### src/pkg/timer_ccm_defs.svh
// Purpose: Offsets, field positions and codes of the channel mode block
// Assumes: Byte addresses on an 8-bit APB address
// Notes: Definitions only
`ifndef TIMER_CCM_DEFS_SVH
`define TIMER_CCM_DEFS_SVH
// ****************************************
// Register offsets
// ****************************************
`define OFF_CTRL 8'h00
`define OFF_CCR1 8'h04
`define OFF_CCR2 8'h08
`define OFF_STAT 8'h0c
`define OFF_CH1 8'h1c
`define OFF_CH2 8'h20
// ****************************************
// Field positions and values
// ****************************************
`define CTRL_EN1 0
`define CTRL_EN2 1
`define CTRL_PROT_LO 8
`define CTRL_PROT_HI 9
`define PROT_LOCKED 2'h3
`define CFG_WIDTH 8
`define DIR_HI 1
`define DIR_LO 0
`define PRE_BIT 3
`define MODE_HI 6
`define MODE_LO 4
`define PSC_HI 3
`define PSC_LO 2
`define FILT_HI 7
`define FILT_LO 4
`define DIR_OUT 2'h0
`define DIR_OWN 2'h1
`define DIR_NEIGH 2'h2
`define DIR_TRIG 2'h3
`define CM_FROZEN 3'h0
`define CM_SET 3'h1
`define CM_CLR 3'h2
`define CM_TOG 3'h3
`define CM_LOW 3'h4
`define CM_HIGH 3'h5
`define CM_PWM1 3'h6
`define CM_PWM2 3'h7
`define FILT_OFF 4'h0
`endif

### src/pkg/timer_ccm_pkg.sv
// Purpose: Types of the channel mode block
// Assumes: Nothing
// Notes: Filter table lives here
package timer_ccm_pkg;
    typedef logic [2:0] cmp_mode_t;
    typedef logic [1:0] dir_t;
    typedef logic [5:0] fdiv_t;
    typedef logic [3:0] flen_t;

    // Divider and sample count per filter code
    function automatic fdiv_t filt_div(input logic [3:0] code);
        case (code)
            4'h1, 4'h2, 4'h3: filt_div = 6'h01;
            4'h4, 4'h5: filt_div = 6'h02;
            4'h6, 4'h7: filt_div = 6'h04;
            4'h8, 4'h9: filt_div = 6'h08;
            4'ha, 4'hb, 4'hc: filt_div = 6'h10;
            4'hd, 4'he, 4'hf: filt_div = 6'h20;
            default: filt_div = 6'h01;
        endcase
    endfunction : filt_div

    function automatic flen_t filt_len(input logic [3:0] code);
        case (code)
            4'h1: filt_len = 4'h2;
            4'h2: filt_len = 4'h4;
            4'h4, 4'h6, 4'h8, 4'hb, 4'he: filt_len = 4'h6;
            4'ha, 4'hd: filt_len = 4'h5;
            default: filt_len = 4'h8;
        endcase
    endfunction : filt_len
endpackage : timer_ccm_pkg

### src/pkg/chan_if.sv
// Purpose: Carrier between register file and one channel
// Assumes: One clock
// Notes: Config in, status out
`timescale 1ns/1ps
`default_nettype none
interface chan_if;
    timer_ccm_pkg::dir_t dir;
    logic preload_en;
    timer_ccm_pkg::cmp_mode_t mode;
    logic [1:0] prescale_factor;
    logic [3:0] filt;
    logic enable;
    logic src_in;
    logic src_valid;
    logic [15:0] ccr_wdata;
    logic ccr_wr;
    logic update_evt;
    logic [15:0] counter;
    logic ref_out;
    logic capture;
    logic filt_level;
    logic [15:0] ccr_active;
    modport regs (output dir, preload_en, mode, prescale_factor, filt, enable, src_in, src_valid,
        ccr_wdata, ccr_wr, update_evt, counter,
        input ref_out, capture, filt_level, ccr_active);
    modport chan (input dir, preload_en, mode, prescale_factor, filt, enable, src_in, src_valid,
        ccr_wdata, ccr_wr, update_evt, counter,
        output ref_out, capture, filt_level, ccr_active);
endinterface : chan_if
`default_nettype wire

### src/verilog/timer_channel_mode_config.sv
// Purpose: APB register file and two capture/compare channel configurations
// Assumes: Counter and update event come from the timer core
// Notes: Zero-wait APB; polarity and flags live elsewhere
// ****************************************
// ****************************************
//
// Register access over APB is this design's own decision.
`include "timer_ccm_defs.svh"
`timescale 1ns/1ps
`default_nettype none
module timer_channel_mode_config #(
    parameter int CNT_W = 16
) (
    input wire logic clk_sys_i,
    input wire logic sys_rst_i,
    input wire logic psel_i,
    input wire logic penable_i,
    input wire logic pwrite_i,
    input wire logic [7:0] paddr_i,
    input wire logic [31:0] pwdata_i,
    output logic [31:0] prdata_o,
    output logic pready_o,
    output logic pslverr_o,
    input wire logic [CNT_W-1:0] counter_i,
    input wire logic update_evt_i,
    input wire logic pin_input_one_i,
    input wire logic pin_input_two_i,
    input wire logic internal_trigger_src_i,
    output logic [1:0] channel_ref_out_o,
    output logic [1:0] capture_evt_o
);
    logic [`CFG_WIDTH-1:0] channel1_mode_config;
    logic [`CFG_WIDTH-1:0] channel2_mode_config;
    logic [1:0] channel_capcomp_en;
    logic [1:0] prot_level;
    logic [15:0] ccr1_buf;
    logic [15:0] ccr2_buf;
    logic [31:0] prdata_q;
    logic [31:0] next_rdata;
    logic wr_en;
    logic mapped;
    logic locked;
    logic [`CFG_WIDTH-1:0] next_cfg1;
    logic [`CFG_WIDTH-1:0] next_cfg2;

    chan_if ch1_bus ();
    chan_if ch2_bus ();

    // ****************************************
    // APB slave
    // ****************************************
    // Read data is caught in the setup cycle so it can leave a flop
    assign mapped = (paddr_i == `OFF_CTRL) || (paddr_i == `OFF_CCR1) ||
        (paddr_i == `OFF_CCR2) || (paddr_i == `OFF_STAT) ||
        (paddr_i == `OFF_CH1) || (paddr_i == `OFF_CH2);
    assign wr_en = psel_i && penable_i && pwrite_i && mapped;
    assign pready_o = 1'b1;
    assign pslverr_o = psel_i && penable_i && !mapped;
    assign prdata_o = prdata_q;
    assign locked = (prot_level == `PROT_LOCKED);

    always_comb begin
        next_rdata = 32'h0000_0000;
        case (paddr_i)
            `OFF_CTRL: begin
                next_rdata[`CTRL_EN1] = channel_capcomp_en[0];
                next_rdata[`CTRL_EN2] = channel_capcomp_en[1];
                next_rdata[`CTRL_PROT_HI:`CTRL_PROT_LO] = prot_level;
            end
            `OFF_CCR1: next_rdata[15:0] = ch1_bus.ccr_active;
            `OFF_CCR2: next_rdata[15:0] = ch2_bus.ccr_active;
            `OFF_STAT: next_rdata[3:0] = {ch2_bus.filt_level, ch1_bus.filt_level,
                channel_ref_out_o};
            `OFF_CH1: next_rdata[`CFG_WIDTH-1:0] = channel1_mode_config;
            `OFF_CH2: next_rdata[`CFG_WIDTH-1:0] = channel2_mode_config;
            default: next_rdata = 32'h0000_0000;
        endcase
    end

    always_ff @(posedge clk_sys_i or posedge sys_rst_i) begin
        if (sys_rst_i) begin
            prdata_q <= 32'h0000_0000;
        end else if (psel_i && !penable_i && !pwrite_i) begin
            prdata_q <= next_rdata;
        end
    end

    // ****************************************
    // Control and compare registers
    // ****************************************
    always_ff @(posedge clk_sys_i or posedge sys_rst_i) begin
        if (sys_rst_i) begin
            channel_capcomp_en <= 2'h0;
            prot_level <= 2'h0;
        end else if (wr_en && paddr_i == `OFF_CTRL) begin
            channel_capcomp_en <= {pwdata_i[`CTRL_EN2], pwdata_i[`CTRL_EN1]};
            prot_level <= pwdata_i[`CTRL_PROT_HI:`CTRL_PROT_LO];
        end
    end

    always_ff @(posedge clk_sys_i or posedge sys_rst_i) begin
        if (sys_rst_i) begin
            ccr1_buf <= 16'h0000;
            ccr2_buf <= 16'h0000;
        end else begin
            if (wr_en && paddr_i == `OFF_CCR1) ccr1_buf <= pwdata_i[15:0];
            if (wr_en && paddr_i == `OFF_CCR2) ccr2_buf <= pwdata_i[15:0];
        end
    end

    // ****************************************
    // Mode registers
    // ****************************************
    // Lock covers preload and mode bits, which share positions with input fields
    function automatic logic [`CFG_WIDTH-1:0] merge_cfg(input logic [`CFG_WIDTH-1:0] old,
        input logic [31:0] wd, input logic en, input logic lk);
        logic [`CFG_WIDTH-1:0] res;
        res = wd[`CFG_WIDTH-1:0];
        if (en) begin
            res[`DIR_HI:`DIR_LO] = old[`DIR_HI:`DIR_LO];
        end
        // Lock passed in so the continuous assign below sees its changes
        if (lk && old[`DIR_HI:`DIR_LO] == `DIR_OUT) begin
            res[`MODE_HI:`PRE_BIT] = old[`MODE_HI:`PRE_BIT];
        end
        merge_cfg = res;
    endfunction : merge_cfg

    assign next_cfg1 = merge_cfg(channel1_mode_config, pwdata_i, channel_capcomp_en[0], locked);
    assign next_cfg2 = merge_cfg(channel2_mode_config, pwdata_i, channel_capcomp_en[1], locked);

    always_ff @(posedge clk_sys_i or posedge sys_rst_i) begin
        if (sys_rst_i) begin
            channel1_mode_config <= '0;
            channel2_mode_config <= '0;
        end else begin
            if (wr_en && paddr_i == `OFF_CH1) channel1_mode_config <= next_cfg1;
            if (wr_en && paddr_i == `OFF_CH2) channel2_mode_config <= next_cfg2;
        end
    end

    // ****************************************
    // Channel hookup
    // ****************************************
    assign ch1_bus.dir = channel1_mode_config[`DIR_HI:`DIR_LO];
    assign ch1_bus.preload_en = channel1_mode_config[`PRE_BIT];
    assign ch1_bus.mode = channel1_mode_config[`MODE_HI:`MODE_LO];
    assign ch1_bus.prescale_factor = channel1_mode_config[`PSC_HI:`PSC_LO];
    assign ch1_bus.filt = channel1_mode_config[`FILT_HI:`FILT_LO];
    assign ch1_bus.enable = channel_capcomp_en[0];
    assign ch1_bus.src_valid = 1'b1;
    // Direct load takes the bus word, since the buffer only updates on this edge
    assign ch1_bus.ccr_wdata = ch1_bus.ccr_wr ? pwdata_i[15:0] : ccr1_buf;
    assign ch1_bus.ccr_wr = wr_en && paddr_i == `OFF_CCR1;
    assign ch1_bus.update_evt = update_evt_i;
    assign ch1_bus.counter = 16'(counter_i);

    always_comb begin
        case (ch1_bus.dir)
            `DIR_OWN: ch1_bus.src_in = pin_input_one_i;
            `DIR_NEIGH: ch1_bus.src_in = pin_input_two_i;
            `DIR_TRIG: ch1_bus.src_in = internal_trigger_src_i;
            default: ch1_bus.src_in = 1'b0;
        endcase
    end

    assign ch2_bus.dir = channel2_mode_config[`DIR_HI:`DIR_LO];
    assign ch2_bus.preload_en = channel2_mode_config[`PRE_BIT];
    assign ch2_bus.mode = channel2_mode_config[`MODE_HI:`MODE_LO];
    assign ch2_bus.prescale_factor = channel2_mode_config[`PSC_HI:`PSC_LO];
    assign ch2_bus.filt = channel2_mode_config[`FILT_HI:`FILT_LO];
    assign ch2_bus.enable = channel_capcomp_en[1];
    assign ch2_bus.src_valid = (ch2_bus.dir != `DIR_TRIG);
    assign ch2_bus.ccr_wdata = ch2_bus.ccr_wr ? pwdata_i[15:0] : ccr2_buf;
    assign ch2_bus.ccr_wr = wr_en && paddr_i == `OFF_CCR2;
    assign ch2_bus.update_evt = update_evt_i;
    assign ch2_bus.counter = 16'(counter_i);

    always_comb begin
        case (ch2_bus.dir)
            `DIR_OWN: ch2_bus.src_in = pin_input_two_i;
            `DIR_NEIGH: ch2_bus.src_in = pin_input_one_i;
            default: ch2_bus.src_in = 1'b0;
        endcase
    end

    ccm_channel u_ch1 (
        .clk_sys_i(clk_sys_i),
        .sys_rst_i(sys_rst_i),
        .ch(ch1_bus.chan)
    );

    ccm_channel u_ch2 (
        .clk_sys_i(clk_sys_i),
        .sys_rst_i(sys_rst_i),
        .ch(ch2_bus.chan)
    );

    assign channel_ref_out_o = {ch2_bus.ref_out, ch1_bus.ref_out};
    assign capture_evt_o = {ch2_bus.capture, ch1_bus.capture};
endmodule : timer_channel_mode_config
`default_nettype wire

### src/verilog/ccm_channel.sv
// Purpose: One capture/compare channel: reference waveform, filter, prescaler
// Assumes: Counter value supplied from outside
// Notes: Capture fires on rising edge of filtered input
`include "timer_ccm_defs.svh"
`timescale 1ns/1ps
`default_nettype none
module ccm_channel (
    input wire logic clk_sys_i,
    input wire logic sys_rst_i,
    chan_if.chan ch
);
    logic ref_q;
    logic [15:0] ccr;
    logic [5:0] div_cnt;
    logic [3:0] run_cnt;
    logic filt_q;
    logic filt_prev;
    logic [2:0] ev_cnt;
    logic [1:0] psc_prev;
    logic cap_q;
    logic is_out;
    logic match;
    logic tick;
    logic rise;
    logic [2:0] ev_need;

    assign is_out = (ch.dir == `DIR_OUT);
    assign match = (ch.counter == ccr);
    assign ch.ref_out = ref_q;
    assign ch.ccr_active = ccr;
    assign ch.filt_level = filt_q;
    assign ch.capture = cap_q;

    // ****************************************
    // Compare value
    // ****************************************
    always_ff @(posedge clk_sys_i or posedge sys_rst_i) begin
        if (sys_rst_i) begin
            ccr <= 16'h0000;
        end else if (ch.ccr_wr && !ch.preload_en) begin
            ccr <= ch.ccr_wdata;
        end else if (ch.update_evt && ch.preload_en) begin
            ccr <= ch.ccr_wdata;
        end
    end

    // ****************************************
    // Reference output
    // ****************************************
    // PWM is re-evaluated every cycle, so leaving frozen takes effect at once
    always_ff @(posedge clk_sys_i or posedge sys_rst_i) begin
        if (sys_rst_i) begin
            ref_q <= 1'b0;
        end else if (is_out) begin
            case (ch.mode)
                `CM_FROZEN: ref_q <= ref_q;
                `CM_SET: if (match) ref_q <= 1'b1;
                `CM_CLR: if (match) ref_q <= 1'b0;
                `CM_TOG: if (match) ref_q <= !ref_q;
                `CM_LOW: ref_q <= 1'b0;
                `CM_HIGH: ref_q <= 1'b1;
                `CM_PWM1: ref_q <= (ch.counter < ccr);
                `CM_PWM2: ref_q <= (ch.counter > ccr);
                default: ref_q <= ref_q;
            endcase
        end
    end

    // ****************************************
    // Input filter
    // ****************************************
    assign tick = (div_cnt >= timer_ccm_pkg::filt_div(ch.filt) - 6'h01);

    always_ff @(posedge clk_sys_i or posedge sys_rst_i) begin
        if (sys_rst_i) begin
            div_cnt <= 6'h00;
        end else if (tick) begin
            div_cnt <= 6'h00;
        end else begin
            div_cnt <= div_cnt + 6'h01;
        end
    end

    always_ff @(posedge clk_sys_i or posedge sys_rst_i) begin
        if (sys_rst_i) begin
            filt_q <= 1'b0;
            run_cnt <= 4'h0;
        end else if (ch.filt == `FILT_OFF) begin
            filt_q <= ch.src_in;
            run_cnt <= 4'h0;
        end else if (tick) begin
            if (ch.src_in == filt_q) begin
                run_cnt <= 4'h0;
            end else if (run_cnt + 4'h1 >= timer_ccm_pkg::filt_len(ch.filt)) begin
                filt_q <= ch.src_in;
                run_cnt <= 4'h0;
            end else begin
                run_cnt <= run_cnt + 4'h1;
            end
        end
    end

    // ****************************************
    // Capture prescaler
    // ****************************************
    assign rise = filt_q && !filt_prev && ch.src_valid && !is_out;
    assign ev_need = 3'((4'h1 << ch.prescale_factor) - 4'h1);

    always_ff @(posedge clk_sys_i or posedge sys_rst_i) begin
        if (sys_rst_i) begin
            filt_prev <= 1'b0;
            psc_prev <= 2'h0;
        end else begin
            filt_prev <= filt_q;
            psc_prev <= ch.prescale_factor;
        end
    end

    always_ff @(posedge clk_sys_i or posedge sys_rst_i) begin
        if (sys_rst_i) begin
            ev_cnt <= 3'h0;
            cap_q <= 1'b0;
        end else if (!ch.enable || ch.prescale_factor != psc_prev) begin
            ev_cnt <= 3'h0;
            cap_q <= 1'b0;
        end else if (rise) begin
            cap_q <= (ev_cnt == ev_need);
            ev_cnt <= (ev_cnt == ev_need) ? 3'h0 : ev_cnt + 3'h1;
        end else begin
            cap_q <= 1'b0;
        end
    end
endmodule : ccm_channel
`default_nettype wire

### config.mk
export PLATFORM = sky130hd
export DESIGN_NAME = timer_channel_mode_config
export DESIGN_NICKNAME = d
export VERILOG_FILES = /design/src/pkg/timer_ccm_pkg.sv /design/src/pkg/chan_if.sv /design/src/verilog/timer_channel_mode_config.sv /design/src/verilog/ccm_channel.sv
export VERILOG_INCLUDE_DIRS = /design/src /design/src/pkg
export SDC_FILE = /design/constraint.sdc
export NUM_CORES = 1
export LEC_CHECK = 0
export BUFFER_PORTS_ARGS = -buffer_cell sky130_fd_sc_hd__buf_2
export CAP_MARGIN = 20
export CORE_UTILIZATION = 45
export CTS_CLUSTER_DIAMETER = 200
export CTS_CLUSTER_SIZE = 8
export DETAILED_ROUTE_END_ITERATION = 10
export GPL_ROUTABILITY_DRIVEN = 0
export GPL_TIMING_DRIVEN = 1
export SYNTH_ARGS = -nofsm -noshare
export SYNTH_HDL_FRONTEND = slang
export SYNTH_SLANG_ARGS = --single-unit
### constraint.sdc
create_clock -name clk_sys_i -period 4.8 [get_ports clk_sys_i]
set_input_delay 0.48 -clock clk_sys_i [delete_from_list [all_inputs] [get_ports clk_sys_i]]
set_output_delay 0.48 -clock clk_sys_i [all_outputs]
set_load 0.02 [all_outputs]
Yosys cells after proc, flatten, opt, wreduce, memory -nomap -nowiden

Memories as Yosys holds them, arrays and structs flattened.
Index checks and enable logic that the tools add are counted.

Register bits after elaboration: 138
Logic and storage cells: 221
Bits in read-only memories: 320
Input port bits: 65
Output and inout port bits: 38
Memories: 4

Memories:

| memory          | words | bits a word | read ports | clocked after memory_dff | wr ports | line                | RTL |
|---|---|---|---|---|---|---|---|
| (no name shown) | 16    | 6           | 1          | 0                        | 0        | timer_ccm_pkg.sv:12 | `case (code)` |
| (no name shown) | 16    | 6           | 1          | 0                        | 0        | timer_ccm_pkg.sv:12 |  |
| (no name shown) | 16    | 4           | 1          | 0                        | 0        | timer_ccm_pkg.sv:24 | `case (code)` |
| (no name shown) | 16    | 4           | 1          | 0                        | 0        | timer_ccm_pkg.sv:24 |  |

Shift operators: 2
Order comparisons: 8
Eq/ne operators: 42
Bitwise gates (word level): 6
Mux-type cells: 55
$add $sub $neg: 10
Reduce and logical (&&, ||, !) cells: 65

Operator list:

| cell                                                                    | number |
|---|---|
| 16-bit 2-to-1 mux                                                       | 6 |
| 4-bit 2-to-1 mux                                                        | 14 |
| 16-bit == test                                                          | 2 |
| 16-bit > comparator                                                     | 2 |
| 16-bit less-than comparator                                             | 2 |
| 3-bit == test, second input constant                                    | 8 |
| 1-bit logical AND                                                       | 22 |
| 1-bit 2-to-1 mux                                                        | 18 |
| 3-bit 2-to-1 mux                                                        | 6 |
| 8-bit by 4-bit == test with 1-bit output, second input constant         | 2 |
| 2-bit by 1-bit inequality test with 1-bit output, second input constant | 8 |
| 4-bit case mux with 4 select lines                                      | 1 |
| 2-bit nonzero test                                                      | 8 |
| 1-bit case mux with 7 select lines                                      | 2 |
| 1-bit zero test                                                         | 13 |
| 6-bit by 1-bit adder with 6-bit output, second input constant           | 2 |
| 3-bit by 2-bit == test with 1-bit output, second input constant         | 4 |
| 6-bit >= comparator                                                     | 2 |
| 6-bit 2-to-1 mux                                                        | 2 |
| 2-bit case mux with 6 select lines                                      | 1 |
| 6-bit case mux with 2 select lines                                      | 1 |
| 6-bit by 1-bit subtractor with 6-bit output, second input constant      | 2 |
| 2-bit case mux with 5 select lines                                      | 1 |
| 5-bit AND reduction                                                     | 2 |
| 26 further kinds                                                        | 57 |

Logic depth before layout (Yosys ltp)

Depth in word-level cells: 11
Depth in mapped cells: 13
Depth with buffers taken out: 12

Hierarchy

Synthesis repeated with hierarchy kept, for this count alone.

Cell total of the unflattened synthesis: 784
Area, all modules: 8,356.8 µm²

By module, submodules not included:

| module                    | instances | area each (µm²) | cells an instance |
|---|---|---|---|
| timer_channel_mode_config | 1         | 3,443.3         | 290 |
| ccm_channel (u_ch2)       | 1         | 2,483.6         | 256 |
| ccm_channel (u_ch1)       | 1         | 2,429.8         | 238 |

Worst setup path after synthesis

OpenSTA, ideal clock, no wires.

Path type: reg2reg
From: reg channel2_mode_config[6]
To: reg u_ch2.run_cnt[1]
Setup slack: 1.664 ns
Setup time: 0.125 ns
Buffers on the path: 2
Data arrival time: 3.011 ns
Stages on the path, launching flop included: 11
Required time: 4.675 ns
Path through: dfrtp_1 -> clkbuf_1 -> clkbuf_1 -> nand3_1 -> ha_1 -> o31a_1 -> ha_1 -> nand3_1 -> o31ai_1 -> a21o_1 -> mux2_2

Longest elaborated chain between the ends: 9
Elaborated cells between the ends (all ways): 14

RTL lines:

| what                   | line                             | RTL |
|---|---|---|
| start, declared        | timer_channel_mode_config.sv:33  | `` logic [`CFG_WIDTH-1:0] channel2_mode_config; `` |
| start signal, assigned | timer_channel_mode_config.sv:138 | `` if (wr_en && paddr_i == `OFF_CH2) channel2_mode_config <= next_cfg2; `` |
| memory 16 x 4 bit      | -                                |  |
| 4-bit 2-to-1 mux       | ccm_channel.sv:92                | `if (ch.src_in == filt_q) begin` |
| 4-bit 2-to-1 mux       | ccm_channel.sv:91                | `end else if (tick) begin` |
| 4-bit 2-to-1 mux       | ccm_channel.sv:88                | `` end else if (ch.filt == `FILT_OFF) begin `` |
| 4-bit >= comparator    | ccm_channel.sv:94                | `end else if (run_cnt + 4'h1 >= timer_ccm_pkg::filt_len(ch.filt)) begin` |
| 4-bit 2-to-1 mux       | ccm_channel.sv:94                |  |
| 4-bit 2-to-1 mux       | ccm_channel.sv:92                |  |
| 4-bit 2-to-1 mux       | ccm_channel.sv:91                |  |
| 4-bit 2-to-1 mux       | ccm_channel.sv:88                |  |
| end signal, assigned   | ccm_channel.sv:98                | `run_cnt <= run_cnt + 4'h1;` |
| end, declared          | ccm_channel.sv:15                | `logic [3:0] run_cnt;` |

Several ways; a longest one is shown, not always the timed one. The select of a mux whose other input is x is not followed.
A chain may end at the register's enable or synchronous reset.

Final worst setup path

From: reg channel1_mode_config[6]
To: reg u_ch1.run_cnt[1]

Longest elaborated chain between the ends: 9
Elaborated cells between the ends (all ways): 14

RTL lines:

| what                   | line                             | RTL |
|---|---|---|
| start, declared        | timer_channel_mode_config.sv:32  | `` logic [`CFG_WIDTH-1:0] channel1_mode_config; `` |
| start signal, assigned | timer_channel_mode_config.sv:137 | `` if (wr_en && paddr_i == `OFF_CH1) channel1_mode_config <= next_cfg1; `` |
| memory 16 x 4 bit      | -                                |  |
| 4-bit 2-to-1 mux       | ccm_channel.sv:92                |  |
| 4-bit 2-to-1 mux       | ccm_channel.sv:91                |  |
| 4-bit 2-to-1 mux       | ccm_channel.sv:88                |  |
| 4-bit >= comparator    | ccm_channel.sv:94                |  |
| 4-bit 2-to-1 mux       | ccm_channel.sv:94                |  |
| 4-bit 2-to-1 mux       | ccm_channel.sv:92                |  |
| 4-bit 2-to-1 mux       | ccm_channel.sv:91                |  |
| 4-bit 2-to-1 mux       | ccm_channel.sv:88                |  |
| end signal, assigned   | ccm_channel.sv:98                |  |
| end, declared          | ccm_channel.sv:15                |  |

Several ways; a longest one is shown, not always the timed one. The select of a mux whose other input is x is not followed.

==> metrics.md <==
| Metric | Value |
|---|---|
| Hpwl dp | 16000 um |
| Vias in the first global route | 6778 |
| Drt via density | 5.64 |
| Resized cells post-CTS | 0 |
| Area of the multi-input gates | 4630 sq um |
| Synth top area cells | dfrtp_1 40%, ha_1 11%, nand2_1 6.1% |
| Register area | 3450 sq um |
| Largest net degree at the start of global routing | 108 |
| Peak VDD IR | 0.247 mV |
| Comb pwr share | 18.6% |
| Clk slew on worst S/H paths | 0.06 ns |
| Total Routed Length | 22300 um |
| Row cnt | 50 |
| Post-layout util | 51.8% |
| Post-synth EDFFs | 0 |
| Int Pwr | 2.43 mW |
| # IOs | 103 |
| Setup tns final | 0 ns |
| Clk pwr share | 40.6% |
| Hold buffers post-CTS | 0 |
| Die Y-Extent | 140 um |
| Commonest cells after routing, fill and taps aside | 139 x nand2_1, 138 x dfrtp_1, 74 x nor2_1, 74 x ha_1, 69 x buf_2 |
| Core area | 18700 sq um |
| Routed wire per std cell | 17.9 um |
| Critical-path top delay cell | dfrtp_1 |
| Final Skew | 0.0111 ns |
| Leak | 4.66 nW |
| Clk sinks | 138 |
| Die area | 19600 sq um |
| Status | complete, no violations |
| Sum of buffers and inverters on the critical path | 1 |
| Via Count | 7014 |
| GR Util All Layers | 24.2% |
| IO buf count | 69 |
| Worst Hold Class | in2reg |
| RSZ-0062 raised after global routing | no |
| Worst-margin pin slew | 1.12 ns |
| N_diodes | 0 |
| First-pass GRT wire length | 36700 um |
| Worst R2R Setup Slack | 1.23 ns |
| CTS tree | built |
| Critical Path Max Stage Delay | 0.68 ns |
| Fin crit share | 74.3% |
| # setup viols final | 0 |
| Setup Buffers After CTS | 0 |
| CTS Buf Count | 17 |
| CTS Root Cell | clkbuf_16 |
| Share of cells above drive strength 1 | 15.9% |
| Gate Count Post-Synth | 941 |
| Crit path required time | 5.12 ns |
| Async set-reset flop share out of synthesis | 100% |
| Max_slew headroom | 24.5% |
| Pwr Density | 356 nW/um^2 |
| Switching share of power | 29.3% |
| Layout Nets | 1135 |
| Sequential share of power | 40.8% |
| Cells along the critical path | inv_1 > or3_1 > ha_1 > nor3b_1 > a31oi_1 > ha_1 > a21oi_1 > nor2b_1 > or3_1 > a21oi_1 > nor2_1 > a32o_1 |
| Seq/Total Area, Yosys | 40.3% |
| MaxCap Viol Count | 0 |
| Grt ovf | 0 |
| Die width | 140 um |
| Worst-skew pair later-pin latency | 0.43 ns |
| Cell taking the most area after synthesis | dfrtp_1 |
| Yosys reg bits | 138 |
| R2r startpoint | channel1_mode_config[6] |
| Sw Pwr | 1.01 mW |
| Fmax | 0.280 GHz |
| Final hold vios | 0 |
| Antenna violations before repair | 0 |
| Pre-antenna DRT Iters | 5 |
| DRT iter0 DRCs | 488 |
| Peak fanout along the critical path | 18 |
| Clock Path Buffers | 2 |
| Most common cell after layout, fill and taps aside | nand2_1 |
| Filler Cell Count | 1779 |
| Synth Cell Area | 8570 sq um |
| Mean Syn Cell Area | 9.11 sq um |
| Area growth syn-to-layout | 13.0% |
| Final ANT Viol Nets | 0 |
| Crit path kind | reg2reg |
| Drt drc | 0 |
| Minimum clock period | 3.57 ns |
| WHS Endpoint | ccr1_buf[13] |
| Worst Hold Path Cells | 3 |
| Post-synth top area share | 40.3% |
| Reg2Reg Depth | 12 |
| Top_reg_cell synth | dfrtp_1 |
| Ys Warns | 0 |
| Fin. max-slew vios | 0 |
| Worst Path Arrival | 3.88 ns |
| Starting Density | 45.8% |
| Worst R2R End | u_ch1.run_cnt[1] |
| Htree depth | 4 |
| Startpoint types | flop |
| Critical Path Sink Type | flop |
| HP Start | pwdata_i[13] |
| Netlist cell types | 61 |
| Largest delay contributor family on the critical path | simple AND/OR/NAND/NOR gates |
==> worst register-to-register path: cells and delay by family (launching register included) <==
family	cells	cell delay (ns)
buffers and inverters	1	0.25
adders and majority gates	2	0.51
DFF	1	0.68
AOI/OAI and AO/OA	4	0.92
and+or+nand+nor	5	1.09
==> power groups by stage <==
stage	clock, mW	combinational [mW]	sequential [mW]
floorplan	0	0.492	1.38
global placement	0	0.621	1.42
detailed placement	0	0.632	1.42
CTS	1.41	0.639	1.40
global route	1.45	0.739	1.42
finish	1.40	0.640	1.40
==> flip-flops by register name (all words and copies together), names as in the netlist, 2 cells and up <==
signal	flops
ccr1_buf	16
ccr2_buf	16
prdata_o	16
u_ch1.ch.ccr_active	16
u_ch2.ch.ccr_active	16
channel1_mode_config	8
channel2_mode_config	8
u_ch1.div_cnt	6
u_ch2.div_cnt	6
u_ch1.run_cnt	4
u_ch2.run_cnt	4
u_ch1.ev_cnt	3
u_ch2.ev_cnt	3
channel_capcomp_en	2
prot_level	2
u_ch1.psc_prev	2
u_ch2.psc_prev	2
==> cells in the mapped netlist, types with 4 or more instances <==
cell,instances
o221ai_1,6
mux2_2,30
a211oi_1,9
xnor2_1,13
ha_1,74
nor3_1,16
nand2b_1,10
nand4_1,8
inv_1,56
buf_4,21
clkbuf_1,30
a21oi_1,61
nand3_1,27
or3_1,6
nor3b_1,4
xor2_1,11
nand2_1,139
a32o_1,5
mux2i_1,13
o21ai_0,31
a221oi_1,15
nor2_1,74
a222oi_1,4
buf_2,6
and3_1,4
a21o_1,19
dfrtp_1,138
nor2b_1,14
a22oi_1,4
o22ai_1,38
==> final cells by class <==
| cell class | instances | share of cell area [%] |
|---|---|---|
| multi-input cells | 700 | 47.8 |
| repair buffers | 83 | 4.88 |
| inverters | 56 | 2.22 |
| well taps | 234 | 3.02 |
| flip-flops and latches | 138 | 35.7 |
| clock buffers | 22 | 5.00 |
| clock inverters | 10 | 1.45 |
==> routing by layer <==
metal	track usage [%]	share of wire, %	up-vias
met5	0	0	-
met4	7.40	1.3	0
met3	4.82	5.6	22
met2	37.1	44	176
met1	34.4	49	3407
li1	-	-	3409
==> cells by family after synthesis <==
logic type      Yosys count  share of synthesized area (%)
buf+inv                 118                           6.44
mux                      46                           6.12
xor+xnor                 24                           2.45
compound gates          217                           16.5
flops                   138                           40.3
fa+ha+maj                74                           10.8
simple gates            322                           17.3
other cells               2                         0.0876
==> worst max-delay path by stage <==
stage	slack [ns]	depth (start not counted)	end	startpoint
finish	1.23	12	u_ch1.run_cnt[1]	channel1_mode_config[6]
global route	0.88	12	u_ch1.run_cnt[1]	channel1_mode_config[6]
CTS	1.24	12	u_ch1.run_cnt[1]	channel1_mode_config[6]
detailed placement	1.24	12	u_ch1.run_cnt[1]	channel1_mode_config[6]
global placement	1.25	12	u_ch1.run_cnt[1]	channel1_mode_config[6]
floorplan	0.62	1	ccr1_buf[0]	sys_rst_i
==> metrics by stage <==
stage | power (mW) | cells | worst slack [ns] | area, sq um | hold WS (ns)
6_report | 3.44 | 1243 | 1.23 | 9680 | 0.310
5_1_grt | 3.62 | 1243 | 0.879 | 9680 | 0.319
4_1_cts | 3.46 | 1241 | 1.24 | 9650 | 0.302
3_5_place_dp | 2.06 | 1209 | 1.24 | 9020 | 0.445
3_3_place_gp | 2.04 | 1209 | 1.25 | 9020 | 0.436
2_1_floorplan | 1.87 | 956 | 0.624 | 8620 | 0.352
No activity file was read; power rests on OpenSTA's default activity.
